`config.mk`:
```
export PLATFORM = sky130hd
export DESIGN_NAME = beam_eval
export DESIGN_NICKNAME = d
export VERILOG_FILES = /design/src/hw/beam_eval_pkg.sv /design/src/hw/beam_eval.sv
export SDC_FILE = /design/constraint.sdc
export NUM_CORES = 1
export LEC_CHECK = 0
export BUFFER_PORTS_ARGS = -buffer_cell sky130_fd_sc_hd__buf_2
export CAP_MARGIN = 40
export CORE_ASPECT_RATIO = 0.5
export CORE_MARGIN = 1.5
export CORE_UTILIZATION = 48
export DETAILED_ROUTE_END_ITERATION = 7
export PLACE_DENSITY_LB_ADDON = 0.08
export SETUP_SLACK_MARGIN = 0.15
export SYNTH_ARGS = -nofsm -noshare
export SYNTH_HDL_FRONTEND = slang
export SYNTH_SLANG_ARGS = --single-unit
```
`constraint.sdc`:
```
create_clock -name clk_sys -period 4.7 [get_ports clk_sys]
set_clock_uncertainty 0.05 [all_clocks]
set_input_delay 0.47 -clock clk_sys [delete_from_list [all_inputs] [get_ports clk_sys]]
set_output_delay 0.47 -clock clk_sys [all_outputs]
set_load 0.05 [all_outputs]
```
`src/hw/beam_eval_pkg.sv`:
```
package beam_eval_pkg;
   // =====================================================
   // register map (byte addresses)
   // =====================================================
   localparam logic [7:0]  CTRL_OFFSET      = 8'h00;
   localparam logic [7:0]  STATUS_OFFSET    = 8'h04;
   localparam logic [7:0]  BLANK_OFFSET     = 8'h08;
   localparam logic [7:0]  IRQ_STAT_OFFSET  = 8'h0C;
   localparam logic [7:0]  IRQ_MASK_OFFSET  = 8'h10;
   localparam logic [7:0]  DISPLAY_OFFSET   = 8'h14;
   localparam logic [7:0]  BEAMS_OFFSET     = 8'h18;
   // control fields
   localparam int          CTRL_LATCH_BIT   = 0;
   localparam int          CTRL_RR_BIT      = 1;
   localparam int          CTRL_LOCKCLR_BIT = 2;
   localparam int          CTRL_TEACH_BIT   = 3;
   localparam logic [31:0] CTRL_RESET_VAL   = 32'h0000_0000;
   localparam logic [4:0]  IRQ_MASK_RESET   = 5'h00;
   // interrupt events
   localparam int          IRQ_TRIP_BIT     = 0;
   localparam int          IRQ_CLEAR_BIT    = 1;
   localparam int          IRQ_LOCK_BIT     = 2;
   localparam int          IRQ_RESET_BIT    = 3;
   localparam int          IRQ_SYNC_BIT     = 4;
   // display codes (12-bit: 3 digits of 4 bits)
   localparam logic [11:0] CODE_MISALIGN    = 12'hC01;
   localparam logic [11:0] CODE_SCAN_BASE   = 12'h500;
   // timing
   localparam int          CLK_MHZ          = 250;
   localparam int          SELFTEST_MS      = 500;
   localparam int          FLASH_MS         = 250;
   localparam int          RESET_MIN_MS     = 250;
   localparam int          RESET_MAX_MS     = 2000;
   localparam longint      SELFTEST_CYC     = longint'(SELFTEST_MS) * CLK_MHZ * 1000;
   localparam longint      FLASH_CYC        = longint'(FLASH_MS) * CLK_MHZ * 1000;
   localparam longint      RESET_MIN_CYC    = longint'(RESET_MIN_MS) * CLK_MHZ * 1000;
   localparam longint      RESET_MAX_CYC    = longint'(RESET_MAX_MS) * CLK_MHZ * 1000;
   // indicator colours
   typedef enum logic [1:0] {LED_OFF, LED_GREEN, LED_RED, LED_YELLOW} led_t;
endpackage : beam_eval_pkg

```
`src/hw/beam_eval.sv`:
```
// How it works
// RULE1: lockout single-flashes status red; zones and reset indicator are off.
// RULE2: emitter normal mode shows emitter status steady green.
// RULE3: emitter test input open enters test mode; emitter status flashes green.
// RULE4: latch mode turns safety outputs on only after all clear plus reset.
// RULE5: latched and clear: status red, reset double-flash yellow, zones green; the code flashes reset once every four flash phases.
// RULE6: run: status green (flashing with reduced resolution), reset yellow, zones green.
// RULE7: blocked: status red, reset yellow, blocked zones red, count displayed.
// RULE8: sync beam blocked: zone one red, all other zones off.
// RULE9: test input open: display beams minus one, zones red; ten beams keep zone one green.
// RULE10: power-up flashes every indicator, then displays the scan code.
// RULE11: first channel misaligned: status and zone one red, code shown, zones 2-8 off.
// RULE12: as beams clear, zones turn green and displayed count drops.
// RULE13: lockout shown by flashing red status and held until cleared.
// RULE14: reduced resolution tolerates two adjacent blocked beams except the sync beam.
// RULE15: blanked regions need at least one unblanked beam between them; the code does not check this.
// RULE16: the sync beam can never be blanked.
// RULE17: after teaching, outputs stay on only while all blanked beams stay blocked.
// RULE18: reset accepted only as closure of a quarter to two seconds, then release.
//
// Local design decisions: register access over AHB-Lite and the placing of the registers.
module beam_eval
   import beam_eval_pkg::*;
#(
   parameter int     NBEAMS       = 16,
   parameter int     NZONES       = 8,
   parameter longint SELFTEST_N   = SELFTEST_CYC,
   parameter longint FLASH_N      = FLASH_CYC,
   parameter longint RESET_MIN_N  = RESET_MIN_CYC,
   parameter longint RESET_MAX_N  = RESET_MAX_CYC,
   parameter logic [3:0] SCAN_CODE = 4'h1
) (
   input  wire logic                 clk_sys,
   input  wire logic                 resetn,
   input  wire logic [31:0]          haddr,
   input  wire logic [1:0]           htrans,
   input  wire logic                 hwrite,
   input  wire logic [2:0]           hsize,
   input  wire logic [31:0]          hwdata,
   input  wire logic                 hsel,
   input  wire logic                 hready,
   output logic      [31:0]          hrdata,
   output logic                      hreadyout,
   output logic                      hresp,
   input  wire logic [NBEAMS-1:0]    beam_blocked,
   input  wire logic                 reset_switch,
   input  wire logic                 test_input_open,
   output logic                      safety_switching_output,
   output beam_eval_pkg::led_t       status_led,
   output beam_eval_pkg::led_t       emitter_status_led,
   output logic                      reset_led,
   output beam_eval_pkg::led_t       zone_led [NZONES],
   output logic      [11:0]          display,
   output logic                      irq
);
   import beam_eval_pkg::*;

   localparam int BPZ = (NBEAMS + NZONES - 1) / NZONES;

   // =====================================================
   // pin synchronisers
   // =====================================================
   logic [NBEAMS-1:0] beam_s1_q, beam_s2_q;
   logic              rsw_s1_q, rsw_s2_q, tst_s1_q, tst_s2_q;
   // first stage feeds only the second stage
   always_ff @(posedge clk_sys or negedge resetn) begin
      if (!resetn) begin
         beam_s1_q <= '0;
         beam_s2_q <= '0;
         rsw_s1_q  <= 1'b0;
         rsw_s2_q  <= 1'b0;
         tst_s1_q  <= 1'b0;
         tst_s2_q  <= 1'b0;
      end else begin
         beam_s1_q <= beam_blocked;
         beam_s2_q <= beam_s1_q;
         rsw_s1_q  <= reset_switch;
         rsw_s2_q  <= rsw_s1_q;
         tst_s1_q  <= test_input_open;
         tst_s2_q  <= tst_s1_q;
      end
   end

   // =====================================================
   // register file and AHB-Lite slave
   // =====================================================
   logic [3:0]        ctrl_q;
   logic [NBEAMS-1:0] blank_q;
   logic [4:0]        irq_stat_q, irq_mask_q, irq_ev;
   logic              wr_pend_q, rd_pend_q;
   logic [7:0]        addr_q;
   logic              lock_clr;
   logic              blank_bad;

   wire take = hsel & hready & htrans[1];
   assign hreadyout = 1'b1;    // zero wait state
   assign hresp     = 1'b0;

   // address phase capture
   always_ff @(posedge clk_sys or negedge resetn) begin
      if (!resetn) begin
         wr_pend_q <= 1'b0;
         rd_pend_q <= 1'b0;
         addr_q    <= 8'h00;
      end else begin
         wr_pend_q <= take & hwrite;
         rd_pend_q <= take & ~hwrite;
         if (take) addr_q <= haddr[7:0];
      end
   end

   // sync beam never blankable; spacing between separate blanked regions is not checked
   assign blank_bad = hwdata[0];                              // RULE16

   // control and blanking writes; teach captures on the write that clears teach mode
   always_ff @(posedge clk_sys or negedge resetn) begin
      if (!resetn) begin
         ctrl_q  <= CTRL_RESET_VAL[3:0];
         blank_q <= '0;
      end else if (wr_pend_q && addr_q == CTRL_OFFSET) begin
         ctrl_q  <= hwdata[3:0];
         if (ctrl_q[CTRL_TEACH_BIT] && !hwdata[CTRL_TEACH_BIT])
            blank_q <= beam_s2_q & ~NBEAMS'(1);            // RULE16
      end else if (wr_pend_q && addr_q == BLANK_OFFSET && !blank_bad) begin
         blank_q <= hwdata[NBEAMS-1:0];                     // RULE15
      end
   end
   assign lock_clr = wr_pend_q && addr_q == CTRL_OFFSET && hwdata[CTRL_LOCKCLR_BIT];

   // sticky status, set beats write-one-to-clear
   always_ff @(posedge clk_sys or negedge resetn) begin
      if (!resetn) begin
         irq_stat_q <= '0;
         irq_mask_q <= IRQ_MASK_RESET;
      end else begin
         if (wr_pend_q && addr_q == IRQ_MASK_OFFSET) irq_mask_q <= hwdata[4:0];
         if (wr_pend_q && addr_q == IRQ_STAT_OFFSET)
            irq_stat_q <= (irq_stat_q & ~hwdata[4:0]) | irq_ev;
         else
            irq_stat_q <= irq_stat_q | irq_ev;
      end
   end
   assign irq = |(irq_stat_q & irq_mask_q);

   // =====================================================
   // timers: flash phase, power-up self-test, reset switch
   // =====================================================
   logic [31:0] flash_cnt_q, st_cnt_q, rsw_cnt_q;
   logic [1:0]  flash_ph_q;
   logic        selftest_q, rsw_prev_q, valid_reset;

   always_ff @(posedge clk_sys or negedge resetn) begin
      if (!resetn) begin
         flash_cnt_q <= '0;
         flash_ph_q  <= 2'd0;
      end else if (flash_cnt_q == 32'(FLASH_N - 1)) begin
         flash_cnt_q <= '0;
         flash_ph_q  <= flash_ph_q + 2'd1;
      end else begin
         flash_cnt_q <= flash_cnt_q + 32'd1;
      end
   end
   wire blink  = flash_ph_q[0];
   wire dblink = (flash_ph_q != 2'd3) & blink;   // single flash every four phases

   // self-test runs once after reset release
   always_ff @(posedge clk_sys or negedge resetn) begin
      if (!resetn) begin
         st_cnt_q   <= '0;
         selftest_q <= 1'b1;
      end else if (selftest_q) begin
         st_cnt_q <= st_cnt_q + 32'd1;
         if (st_cnt_q == 32'(SELFTEST_N - 1)) selftest_q <= 1'b0;  // RULE10
      end
   end

   // closure length measured; too short or too long is ignored
   always_ff @(posedge clk_sys or negedge resetn) begin
      if (!resetn) begin
         rsw_cnt_q  <= '0;
         rsw_prev_q <= 1'b0;
      end else begin
         rsw_prev_q <= rsw_s2_q;
         if (!rsw_s2_q) rsw_cnt_q <= '0;
         else if (rsw_cnt_q != 32'hFFFF_FFFF) rsw_cnt_q <= rsw_cnt_q + 32'd1;
      end
   end
   assign valid_reset = rsw_prev_q & ~rsw_s2_q &
                        rsw_cnt_q >= 32'(RESET_MIN_N) & rsw_cnt_q <= 32'(RESET_MAX_N); // RULE18

   // =====================================================
   // beam evaluation
   // =====================================================
   logic [NBEAMS-1:0] eff_blk;
   logic              trip, blank_lost, sync_blk;
   logic [7:0]        nblk;

   // reduced resolution: isolated pairs of adjacent blocked beams pass
   function automatic logic [NBEAMS-1:0] rr_filter(input logic [NBEAMS-1:0] b);
      logic [NBEAMS-1:0] r;
      r = b;
      for (int i = 1; i + 1 < NBEAMS; i++) begin
         if (b[i] && b[i+1] && !b[i-1] && (i + 2 >= NBEAMS || !b[i+2])) begin
            r[i]   = 1'b0;                                   // RULE14
            r[i+1] = 1'b0;
         end
      end
      for (int i = 1; i < NBEAMS; i++)
         if (b[i] && !b[i-1] && (i + 1 >= NBEAMS || !b[i+1])) r[i] = 1'b0;
      rr_filter = r;
   endfunction : rr_filter

   function automatic logic [7:0] popcount(input logic [NBEAMS-1:0] b);
      popcount = 8'h00;
      for (int i = 0; i < NBEAMS; i++) popcount = popcount + 8'(b[i]);
   endfunction : popcount

   always_comb begin
      eff_blk = beam_s2_q & ~blank_q;
      if (ctrl_q[CTRL_RR_BIT]) eff_blk = rr_filter(eff_blk);
      eff_blk[0] = beam_s2_q[0];                             // RULE14
   end
   assign sync_blk   = beam_s2_q[0];
   assign blank_lost = |(blank_q & ~beam_s2_q);              // RULE17
   assign trip       = (|eff_blk) | tst_s2_q;
   assign nblk       = popcount(beam_s2_q & ~blank_q);

   // =====================================================
   // run / latch / lockout state
   // =====================================================
   typedef enum {ST_SELFTEST, ST_RUN, ST_STOP, ST_LATCH, ST_LOCKOUT} state_t;
   state_t st_q;

   always_ff @(posedge clk_sys or negedge resetn) begin
      if (!resetn) begin
         st_q <= ST_SELFTEST;
      end else begin
         case (st_q)
            ST_SELFTEST: if (!selftest_q) st_q <= ST_STOP;
            ST_RUN:      if (blank_lost) st_q <= ST_LOCKOUT;          // RULE17
                         else if (trip) st_q <= ST_STOP;
            ST_STOP:     if (blank_lost && !ctrl_q[CTRL_TEACH_BIT]) st_q <= ST_LOCKOUT;
                         else if (!trip && !ctrl_q[CTRL_TEACH_BIT])
                            st_q <= ctrl_q[CTRL_LATCH_BIT] ? ST_LATCH : ST_RUN;
            ST_LATCH:    if (trip) st_q <= ST_STOP;
                         else if (valid_reset) st_q <= ST_RUN;       // RULE4
            ST_LOCKOUT:  if (lock_clr || valid_reset) st_q <= ST_STOP; // RULE13
            default:     st_q <= ST_STOP;
         endcase
      end
   end

   assign irq_ev[IRQ_TRIP_BIT]  = st_q == ST_RUN && (trip || blank_lost);
   assign irq_ev[IRQ_CLEAR_BIT] = st_q != ST_RUN && st_q != ST_LOCKOUT && !trip;
   assign irq_ev[IRQ_LOCK_BIT]  = st_q == ST_RUN && blank_lost;
   assign irq_ev[IRQ_RESET_BIT] = valid_reset;
   assign irq_ev[IRQ_SYNC_BIT]  = sync_blk;

   // =====================================================
   // outputs: safety output, indicators, display
   // =====================================================
   always_ff @(posedge clk_sys or negedge resetn) begin
      if (!resetn) begin
         safety_switching_output <= 1'b0;
      end else begin
         safety_switching_output <= st_q == ST_RUN && !trip && !blank_lost;  // RULE4
      end
   end

   // emitter side indicator
   always_ff @(posedge clk_sys or negedge resetn) begin
      if (!resetn) begin
         emitter_status_led <= LED_OFF;
      end else if (selftest_q) begin
         emitter_status_led <= blink ? LED_GREEN : LED_RED;    // RULE10
      end else if (tst_s2_q) begin
         emitter_status_led <= blink ? LED_GREEN : LED_OFF;    // RULE3
      end else begin
         emitter_status_led <= LED_GREEN;                      // RULE2
      end
   end

   // receiver status, reset and display
   always_ff @(posedge clk_sys or negedge resetn) begin
      if (!resetn) begin
         status_led <= LED_OFF;
         reset_led  <= 1'b0;
         display    <= 12'h000;
      end else begin
         status_led <= LED_RED;
         reset_led  <= 1'b1;
         display    <= {4'h0, nblk};                           // RULE7 RULE12
         case (st_q)
            ST_SELFTEST: begin
               status_led <= blink ? LED_GREEN : LED_RED;      // RULE10
               reset_led  <= blink;
               display    <= 12'hFFF;
            end
            ST_LOCKOUT: begin
               status_led <= blink ? LED_RED : LED_OFF;        // RULE1 RULE13
               reset_led  <= 1'b0;
            end
            ST_LATCH: reset_led <= dblink;                     // RULE5
            ST_RUN: begin
               status_led <= (ctrl_q[CTRL_RR_BIT] && blink) ? LED_OFF : LED_GREEN; // RULE6
               display    <= CODE_SCAN_BASE | {8'h00, SCAN_CODE};
            end
            default: ;
         endcase
         if (st_q != ST_SELFTEST && st_q != ST_LOCKOUT) begin
            if (tst_s2_q) display <= 12'(NBEAMS - 1);            // RULE9
            else if (sync_blk) display <= CODE_MISALIGN;       // RULE11
         end
      end
   end

   // zone indicators
   always_ff @(posedge clk_sys or negedge resetn) begin
      if (!resetn) begin
         for (int z = 0; z < NZONES; z++) zone_led[z] <= LED_OFF;
      end else begin
         for (int z = 0; z < NZONES; z++) begin
            logic zb;
            zb = 1'b0;
            for (int k = 0; k < BPZ; k++)
               if (z * BPZ + k < NBEAMS) zb = zb | (beam_s2_q[z*BPZ+k] & ~blank_q[z*BPZ+k]);
            if (st_q == ST_SELFTEST) zone_led[z] <= blink ? LED_RED : LED_GREEN; // RULE10
            else if (st_q == ST_LOCKOUT) zone_led[z] <= LED_OFF;   // RULE1
            else if (tst_s2_q)
               zone_led[z] <= (z == 0 && NBEAMS == 10) ? LED_GREEN : LED_RED; // RULE9
            else if (sync_blk) zone_led[z] <= (z == 0) ? LED_RED : LED_OFF;  // RULE8 RULE11
            else zone_led[z] <= zb ? LED_RED : LED_GREEN;          // RULE7 RULE12
         end
      end
   end

   // read mux; unmapped reads return zero
   always_ff @(posedge clk_sys or negedge resetn) begin
      if (!resetn) begin
         hrdata <= 32'h0000_0000;
      end else if (take && !hwrite) begin
         case (haddr[7:0])
            CTRL_OFFSET:     hrdata <= {28'h0, ctrl_q};
            STATUS_OFFSET:   hrdata <= {24'h0, 1'b0, blank_lost, safety_switching_output, 1'b0, 4'(st_q)};
            BLANK_OFFSET:    hrdata <= 32'(blank_q);
            IRQ_STAT_OFFSET: hrdata <= {27'h0, irq_stat_q};
            IRQ_MASK_OFFSET: hrdata <= {27'h0, irq_mask_q};
            DISPLAY_OFFSET:  hrdata <= {20'h0, display};
            BEAMS_OFFSET:    hrdata <= 32'(beam_s2_q);
            default:         hrdata <= 32'h0000_0000;
         endcase
      end
   end
endmodule : beam_eval

```
==> After elaboration in Yosys (flattened, before gate mapping) <==
Cells that the tools add are included.
{ "word_totals": {"out_inout_bits": 69, "wordCells": 371, "reg_bits": 273, "in_bits": 92} }
{ "op_classes": {"add_sub_neg": 19, "bitwise_logic": 58, "n_eq_ne": 28, "order_cmp": 2, "n_reduce_logical": 123, "muxes": 108} }
{ "op_table": {"columns": ["op", "n"], "rows": [
  ["2-to-1 mux 32 bit", 11],
  ["case mux 32 bit (5 select lines)", 1],
  ["2-to-1 mux 2 bit", 64],
  ["case mux 16 bit (7 select lines)", 1],
  ["adder 32 x 1 -> 32 bit (second input constant)", 3],
  ["== test 32 x 2 -> 1 bit (second input constant)", 3],
  ["logical AND 1 bit", 88],
  ["adder 8 x 1 -> 8 bit", 8],
  ["logical NOT 32 bit", 2],
  ["2-to-1 mux 16 bit", 4],
  ["2-to-1 mux 12 bit", 3],
  ["AND 16 bit", 2],
  ["== test 32 x 1 -> 1 bit (second input constant)", 1],
  ["== test 32 x 26 -> 1 bit (second input constant)", 1],
  ["== test 32 x 27 -> 1 bit (second input constant)", 1],
  ["== test 32 x 3 -> 1 bit (second input constant)", 1],
  ["== test 32 x 4 -> 1 bit (second input constant)", 1],
  ["== test 8 x 4 -> 1 bit (second input constant)", 4],
  ["== test 8 x 5 -> 1 bit (second input constant)", 4],
  [">= comparator 32 x 26 -> 1 bit (second input constant)", 1],
  ["<= comparator 32 x 29 -> 1 bit (second input constant)", 1],
  ["inequality test 32 x 2 -> 1 bit (second input constant)", 1],
  ["inequality test 32 bit (second input constant)", 1],
  ["inequality test 32 x 4 -> 1 bit (second input constant)", 1],
  ["other kinds (33)", 130]
]} }

==> Longest topological paths before layout <==
Gate-level depths: netlist (run 1).
{ "depth": {"ltp_word": 33, "ltp_mapped": 18, "mapped_depth_nobuf": 17} }

==> Least setup slack after synthesis (run 1) <==
OpenSTA, ideal clock, no wires.
{ "synth_path": {"kind": "register -> register", "start": "register beam_s2_q[0]", "end": "register display[3]", "path_buffers": 1, "arrival_time_ns": 3.766, "period_less_slack_ns": 3.948, "stages_incl_launch_ff": 17, "t_required_ns": 4.518, "setup_slack_ns": 0.752, "setup_time_ns": 0.132, "path_cell_list": "dfrtp_1 > clkbuf_1 > nand2b_1 > inv_1 > fa_1 > inv_1 > fa_1 > fa_1 > fa_1 > inv_1 > ha_1 > a21o_1 > a21oi_1 > xor2_1 > nor2_1 > o21ai_0 > nand4_1"} }
{ "synth_via": {"elab_chain_len": 20} }
{ "synth_rtl": {"columns": ["element", "line", "text"], "rows": [
  ["start: declaration", "beam_eval.sv:63", "logic [NBEAMS-1:0] beam_s1_q, beam_s2_q;"],
  ["start signal: assignment", "beam_eval.sv:76", "beam_s2_q <= beam_s1_q;"],
  ["AND 16 bit", "beam_eval.sv:226", "assign nblk = popcount(beam_s2_q & ~blank_q);"],
  ["adder 1 x 1 -> 2 bit", "beam_eval.sv:215", "for (int i = 0; i < NBEAMS; i++) popcount = popcount + 8'(b[i]);"],
  ["adder 2 x 1 -> 3 bit", "beam_eval.sv:215", null],
  ["adder 3 x 1 -> 4 bit", "beam_eval.sv:215", null],
  ["adder 4 x 1 -> 5 bit", "beam_eval.sv:215", null],
  ["adder 5 x 1 -> 6 bit", "beam_eval.sv:215", null],
  ["adder 6 x 1 -> 7 bit", "beam_eval.sv:215", null],
  ["adder 7 x 1 -> 8 bit", "beam_eval.sv:215", null],
  ["adder 8 x 1 -> 8 bit (8 in a row)", "beam_eval.sv:215", null],
  ["case mux 12 bit (2 select lines)", "beam_eval.sv:293", "case (st_q)"],
  ["2-to-1 mux 12 bit", "beam_eval.sv:312", "else if (sync_blk) display <= CODE_MISALIGN;"],
  ["2-to-1 mux 12 bit", "beam_eval.sv:311", "if (tst_s2_q) display <= 12'(NBEAMS - 1);"],
  ["2-to-1 mux 12 bit (*)", "beam_eval.sv:310", "if (st_q != ST_SELFTEST && st_q != ST_LOCKOUT) begin"],
  ["end signal: assignment", "beam_eval.sv:292", "display <= {4'h0, nblk};"],
  ["end signal: assignment", "beam_eval.sv:306", "display <= CODE_SCAN_BASE | {8'h00, SCAN_CODE};"],
  ["end signal: assignment", "beam_eval.sv:311", null],
  ["end: declaration", "beam_eval.sv:53", "output logic [11:0] display,"]
]} }
Mark *: on every way between the ends. The rest lies on a longest branch, timed or not.
A chain may end at the register's enable or synchronous reset.

==> Final worst setup path (run 1) <==
{ "layout_path": {"start": "register blank_q[7]", "end": "register display[3]"} }
{ "layout_via": {"elab_chain_len": 15} }
{ "layout_rtl": {"columns": ["element", "line", "text"], "rows": [
  ["start: declaration", "beam_eval.sv:88", "logic [NBEAMS-1:0] blank_q;"],
  ["start signal: assignment", "beam_eval.sv:123", "blank_q <= beam_s2_q & ~NBEAMS'(1);"],
  ["start signal: assignment", "beam_eval.sv:125", "blank_q <= hwdata[NBEAMS-1:0];"],
  ["NOT 16 bit (*)", "beam_eval.sv:226", null],
  ["AND 16 bit (*)", "beam_eval.sv:226", null],
  ["adder 7 x 1 -> 8 bit (*)", "beam_eval.sv:215", null],
  ["adder 8 x 1 -> 8 bit (*) (8 in a row)", "beam_eval.sv:215", null],
  ["case mux 12 bit (2 select lines) (*)", "beam_eval.sv:293", null],
  ["2-to-1 mux 12 bit", "beam_eval.sv:312", null],
  ["2-to-1 mux 12 bit", "beam_eval.sv:311", null],
  ["2-to-1 mux 12 bit (*)", "beam_eval.sv:310", null]
]} }
Marks and branches as above.

==> flow_summary.ini, run 1 <==
[outcome]
status = finished, final reports clean

[global_route]
first_global_vias = 7856
grt_pass1_wl_um = 40600
overflow = 0
antenna_found_initial = 0
grt_usage_pct = 21.3
grt_max_degree = 105

[logic_synthesis]
synth_mux_area_share_pct = 3.64
ys_types = 77
synth-xor-area-share_pct = 7.47
avgSynthCellArea_um2 = 10.4
yosysTopAreaCell = dfrtp_1
synth-seq-area-share_pct = 51.1
synthAdderAreaFrac_pct = 3.18
async_flop_share_pct = 100
ys.flop_type = dfrtp_1
synthTopCellsByArea = dfrtp_1 51%, xnor2_1 5.2%, nand2_1 3.8%, o21ai_0 2.9%, nor2_1 2.3%
yosys_warnings = 0
syn_area_um2 = 11000
synth_compound_area_share_pct = 9.19
synth-edff-count = 0
ys_seq_elements = 225
synth_most_common_cell = dfrtp_1
synth_top_family_by_area = simple AND/OR/NAND/NOR gates
yosysTopAreaCellShare_pct = 50.9
synthTopCellsByCount = 224 x dfrtp_1, 111 x nand2_1, 68 x nor2_1, 66 x xnor2_1, 63 x o21ai_0
yosys.area_share.simple_pct = 20.9
syn_inst = 1058

[critical_path]
cp_data_arrival_time_ns = 4.57
cp.required_ns = 5.05
cp-end-kind = flop
timing.rr.start = blank_q[7]$_DFFE_PN0P_
path_class = reg2reg
path_cells = nand2b_1 -> inv_1 -> fa_1 -> inv_1 -> fa_1 -> fa_1 -> fa_1 -> inv_1 -> ha_1 -> a21o_1 -> a21oi_1 -> xor2_1 -> nor2_1 -> o21ai_0 -> nand4_1
r2r_slack_ns = 0.48
critPathMaxFanout = 6
worstReg2RegEnd = display[3]$_DFF_PN0_
cp_top_family = adder cells
critPathMostFrequentCell = fa_1
cp_slowest_cell = fa_1
crit_buf_inv = 3
rr_worst_depth = 15
cp-start-kind = flop
max_stage_delay_ns = 0.54

[layout]
num-fill-cells = 1916
num_antenna_cells = 0
multi_input_area_um2 = 4960
drive_gt1_share_pct = 15.7
fin_nets = 1280
syn2layout_area_growth_pct = 14.9
regArea_um2 = 5630

[min_path]
min_path_type = in2reg
hp-start = hwrite
hold_depth = 3
hold_end = wr_pend_q$_DFF_PN0_

[routing]
firstDrtPassIters = 5
vias = 7947
via_per_inst = 5.37
routed_wl_um = 24600
dr.first_iter.drc_count = 574
wl_per_cell_um = 16.6
postRouteAntennaNets = 0
drc = 0

[power_and_ir_drop]
p_switching_mw = 1.60
p_per_area_nw_per_um2 = 397
leakagePower_nw = 5.83
comb_power_share_pct = 20.7
p_sw_share_pct = 31.9
intPower_mw = 3.42
seq_power_share_pct = 43.7
worst_ir_drop_vdd_mv = 0.337
finalPower_mw = 5.02
clkPwrFrac_pct = 35.6

[place]
pre_cts_ws_ns = 0.481
dpl.hpwl_um = 17400
place.gp.congestion = 0.864
port_buffers = 98

[timing]
tightest_slew_ns = 0.801
drv_slew = 0
hold_viol_final = 0
setup_ws_ns = 0.476
fin_crit_sh_pct = 89.9
finalCriticalPeriod_ns = 4.22
max-slew-margin-rel_pct = 46.6
fin_setup_tns_ns = 0
fmax_mhz = 237
finalSetupViolCount = 0
rsz0062_at_grt = no

[clocking]
cts-root-buf = clkbuf_16
clock_path_buffers = 3
cts_tree = done
h-tree-depth = 1
clk_latency_ns = 0.52
cts_resized = 0
path_clk_slew_ns = 0.07
numCtsBuffers = 21
clock-sinks = 225

[floorplanning]
ios = 161
core-area_um2 = 22100
die_area_um2 = 23900
die_height_um = 110
fp.dieW_um = 217
start_util_pct = 49.9
rows = 38

[flow_run]
maxCapViolations = 0
## state kept, by name, summed over array words and instances (netlist names), 8 cells and up
| register | cells |
|---|---|
| blank_q | 16 |
| flash_cnt_q | 32 |
| display | 9 |
| zone_led | 16 |
| beam_s1_q | 16 |
| beam_s2_q | 16 |
| addr_q | 8 |
| rsw_cnt_q | 32 |
| st_cnt_q | 32 |
| hrdata | 16 |
## power groups by stage
stage / logic [mW] / registers (mW) / clock network [mW]
floorplan: 0.513 / 2.46 / 0
global placement: 1.02 / 2.23 / 0
detailed placement: 1.03 / 2.23 / 0
CTS: 1.05 / 2.19 / 1.84
global route: 1.14 / 2.21 / 1.92
finish: 1.04 / 2.20 / 1.79
## cell usage in the layout (no fill, tap or decap), types with 4 or more instances in the layout
cell type | Yosys | routed
fa_1 | 10 | 10
nand2_1 | 111 | 111
or3_1 | 4 | 4
nand3_2 | 4 | 4
nand2b_1 | 34 | 34
nor3_1 | 16 | 16
dfrtp_1 | 224 | 224
a222oi_1 | 5 | 5
o2111ai_1 | 6 | 6
and2_1 | 35 | 35
nor4_1 | 12 | 12
a221oi_1 | 7 | 7
and3_1 | 16 | 16
clkbuf_1 | 25 | 4
a31oi_1 | 5 | 5
conb_1 | 2 | 18
a22oi_1 | 5 | 5
xor2_1 | 28 | 28
mux2_2 | 16 | 16
buf_2 | 8 | 97
ha_1 | 12 | 12
dlygate4sd3_1 | 0 | 19
clkinv_2 | 0 | 4
a21o_1 | 6 | 6
xnor2_1 | 66 | 66
or4_1 | 4 | 4
nor2_1 | 68 | 68
o21ai_0 | 63 | 63
nand4_1 | 31 | 31
a21oi_1 | 24 | 24
mux2i_1 | 22 | 22
inv_1 | 40 | 40
buf_4 | 22 | 7
nand3_1 | 46 | 46
clkbuf_16 | 0 | 21
nor2b_1 | 7 | 7
and4_1 | 5 | 5
o22ai_1 | 4 | 4
## through the flow
stage	hold WS [ns]	utilization (%)	cell area (µm²)	instances
floorplan	0.124	-	11100	1074
global placement	0.284	52.9	11700	1420
detailed placement	0.285	53.3	11800	1424
CTS	0.127	57.4	12700	1481
global route	0.131	57.4	12700	1481
finish	0.147	57.4	12700	1481
## final cells by class
class                      instances  area share, %
tap                              300           2.97
inverter                          40           1.19
sequential                       225           44.5
timing repair buffer             128           6.54
clock buffer                      28           4.60
clock inverter                    10           1.07
multi-input combinational        750           39.2
## logic make-up after synthesis
logic type / after synthesis
AO/OA/AOI/OAI: 156
XOR/XNOR: 94
adder cells (fa/ha/maj): 22
buffers and inverters: 99
flip-flops: 225
multiplexers: 38
other: 2
AND/OR/NAND/NOR: 422
## worst max path at each step
| stage | from | end | slack (ns) | cells past startpoint |
|---|---|---|---|---|
| floorplan | beam_s2_q[0]$_DFF_PN0_ | display[3]$_DFF_PN0_ | 0.75 | 16 |
| global placement | blank_q[7]$_DFFE_PN0P_ | display[3]$_DFF_PN0_ | 0.55 | 15 |
| detailed placement | blank_q[7]$_DFFE_PN0P_ | display[3]$_DFF_PN0_ | 0.48 | 15 |
| CTS | blank_q[7]$_DFFE_PN0P_ | display[3]$_DFF_PN0_ | 0.47 | 15 |
| global route | blank_q[7]$_DFFE_PN0P_ | display[3]$_DFF_PN0_ | 0.17 | 15 |
| finish | blank_q[7]$_DFFE_PN0P_ | display[3]$_DFF_PN0_ | 0.48 | 15 |
## worst min-delay path: stages
cell    delay [ns]
buf_2         0.10
inv_1         0.07
nor2_1        0.05
## metal layers
layer	routed length (µm)	part of all wire, %	track usage (%)
met3	1130	4.6	4.20
met5	0	0	0
met1	11800	48	29.7
met2	11300	46	34.8
met4	364	1.5	4.61
## repair_timing
action	CTS	global route
hold buffers	19	0
buffers inserted	0	0
hold endpoints to repair	72	0
Note: power is estimated with default switching activity, not from simulation.
==> run 2: changes to the inputs <==
Settings changed: BUFFER_PORTS_ARGS -buffer_cell sky130_fd_sc_hd__buf_2 to -buffer_cell sky130_fd_sc_hd__clkbuf_2.
==> flow_summary.ini, run 2 (synthesis gave the netlist of run 1 again) <==
[floorplanning]
core-area_um2 = 22100
start_util_pct = 49.9
die_area_um2 = 23900
rows = 38
fp.dieW_um = 217
die_height_um = 110
ios = 161

[outcome]
status = finished, violations left
failed_checks = hold timing

[min_path]
min_path_type = in2async

[timing]
rsz0062_at_grt = no
tightest_slew_ns = 0.940
setup_ws_ns = 0.470
holdWs_ns = -0.0299
finalSetupViolCount = 0
fmax_mhz = 236
drv_slew = 0
fin_crit_sh_pct = 90.0
hold_viol_final = 15
fin_setup_tns_ns = 0
max-slew-margin-rel_pct = 37.4
finalCriticalPeriod_ns = 4.23

[place]
place.gp.congestion = 0.852
dpl.hpwl_um = 17100
placed_area_um2 = 11700
pre_cts_ws_ns = 0.524
port_buffers = 98

[layout]
num_antenna_cells = 0
final_util_pct = 57.2
fin_nets = 1273
num-fill-cells = 1977
final_common_cell = dfrtp_1
syn2layout_area_growth_pct = 14.6
final_area_um2 = 12600
drive_gt1_share_pct = 15.8
multi_input_area_um2 = 4960
final_cell_mix = 224 x dfrtp_1, 111 x nand2_1, 97 x clkbuf_2
reg_top3 = flash_cnt_q (32), rsw_cnt_q (32), st_cnt_q (32)
regArea_um2 = 5630

[critical_path]
critPathMaxFanout = 6
cp_slowest_cell = fa_1
path_cells = nand2b_1 -> inv_1 -> fa_1 -> inv_1 -> fa_1 -> fa_1 -> fa_1 -> inv_1 -> ha_1 -> a21o_1 -> a21oi_1 -> xor2_1 -> nor2_1 -> o21ai_0 -> nand4_1
path_class = reg2reg
critPathMostFrequentCell = fa_1
max_stage_delay_ns = 0.52
cp-end-kind = flop
cp.required_ns = 5.04
cp_data_arrival_time_ns = 4.57
cp-start-kind = flop
rr_worst_depth = 15

[power_and_ir_drop]
worst_ir_drop_vdd_mv = 0.350
p_switching_mw = 1.61
clkPwrFrac_pct = 36.8
p_sw_share_pct = 31.4
seq_power_share_pct = 43.0
p_per_area_nw_per_um2 = 406
leakagePower_nw = 5.80
intPower_mw = 3.51
comb_power_share_pct = 20.2

[clocking]
cts_setup_buffers = 0
clk_latency_ns = 0.52
numCtsBuffers = 22
clock-sinks = 225
path_clk_slew_ns = 0.06
clock_path_buffers = 3
cts-root-buf = clkbuf_16
cts_tree = done
h-tree-depth = 1

[routing]
postRouteAntennaNets = 0
dr.first_iter.drc_count = 493
wl_per_cell_um = 16.6
firstDrtPassIters = 5
routed_wl_um = 24400
drc = 0
vias = 7937
via_per_inst = 5.39

[global_route]
grt.busiest_layer = met2
grt_use_met3_pct = 3.90
overflow = 0
antenna_found_initial = 0
met2_usage_pct = 35.5
grt_usage_pct = 21.2
grt_pass1_wl_um = 40600
met1_usage_pct = 29.4
grt_max_degree = 125
first_global_vias = 7823

[flow_run]
maxCapViolations = 0
[run 2: changes by cell type in the layout (fill, tap and decap cells not counted), moves of 2 or more]
| cell | delta |
|---|---|
| buf_16 | -2 |
| buf_2 | -97 |
| clkbuf_1 | -2 |
| dlygate4sd3_1 | -6 |
| buf_4 | -3 |
| clkbuf_16 | +2 |
| clkbuf_8 | +2 |
| clkbuf_2 | +97 |
[run 2: worst paths after layout]
kind                                            end  slack (ns)                   start
max                            display[3]$_DFF_PN0_        0.47  blank_q[7]$_DFFE_PN0P_
min                           hrdata[9]$_DFFE_PN0P_       -0.03                  resetn
max reg2reg                    display[3]$_DFF_PN0_        0.47  blank_q[7]$_DFFE_PN0P_
min reg2reg                      rsw_s2_q$_DFF_PN0_        0.30      rsw_s1_q$_DFF_PN0_
max in group asynchronous  st_cnt_q[23]$_DFFE_PN0P_        3.49                  resetn
min in group clk_sys        beam_s1_q[12]$_DFF_PN0_        0.02        beam_blocked[12]
[run 2: what timing repair did]
item                      in CTS  in global routing
hold endpoints to repair      11                  2
hold buffers                  11                  2
resized for setup              0                  0
[run 2: critical path: cells and delay by family (launching register included)]
family,cells,cell delay (ns)
XOR/XNOR,1,0.27
buffers and inverters,3,0.25
adder cells (fa/ha/maj),5,2.21
AO/OA/AOI/OAI,3,0.47
AND/OR/NAND/NOR,3,0.47
flip-flops,1,0.38
[run 2: stage by stage]
stage | instances | power, mW | hold WS, ns
floorplan | 1074 | 2.97 | 0.124
global placement | 1418 | 3.25 | 0.285
detailed placement | 1422 | 3.26 | 0.288
CTS | 1471 | 5.18 | 0.0000160
global route | 1473 | 5.37 | 0.00151
finish | 1473 | 5.12 | -0.0299
[run 2: power groups by stage]
stage | logic, mW | registers [mW] | clock network, mW
6_report | 1.04 | 2.20 | 1.88
2_1_floorplan | 0.513 | 2.46 | 0
5_1_grt | 1.14 | 2.21 | 2.02
4_1_cts | 1.04 | 2.20 | 1.94
3_3_place_gp | 1.01 | 2.23 | 0
3_5_place_dp | 1.02 | 2.23 | 0
[run 2: layout make-up]
type / instances / area share, %
Clock buffer: 30 / 5.17
Clock inverter: 8 / 0.932
Sequential cell: 225 / 44.6
Timing Repair Buffer: 120 / 5.84
Tap cell: 300 / 2.97
Inverter: 40 / 1.19
Multi-Input combinational cell: 750 / 39.3
[run 2: routing by layer]
| layer | vias up | part of all wire [%] |
|---|---|---|
| li1 | 3852 | - |
| met1 | 3889 | 48 |
| met2 | 164 | 46 |
| met3 | 32 | 4.5 |
| met4 | 0 | 1.5 |
| met5 | - | 0 |
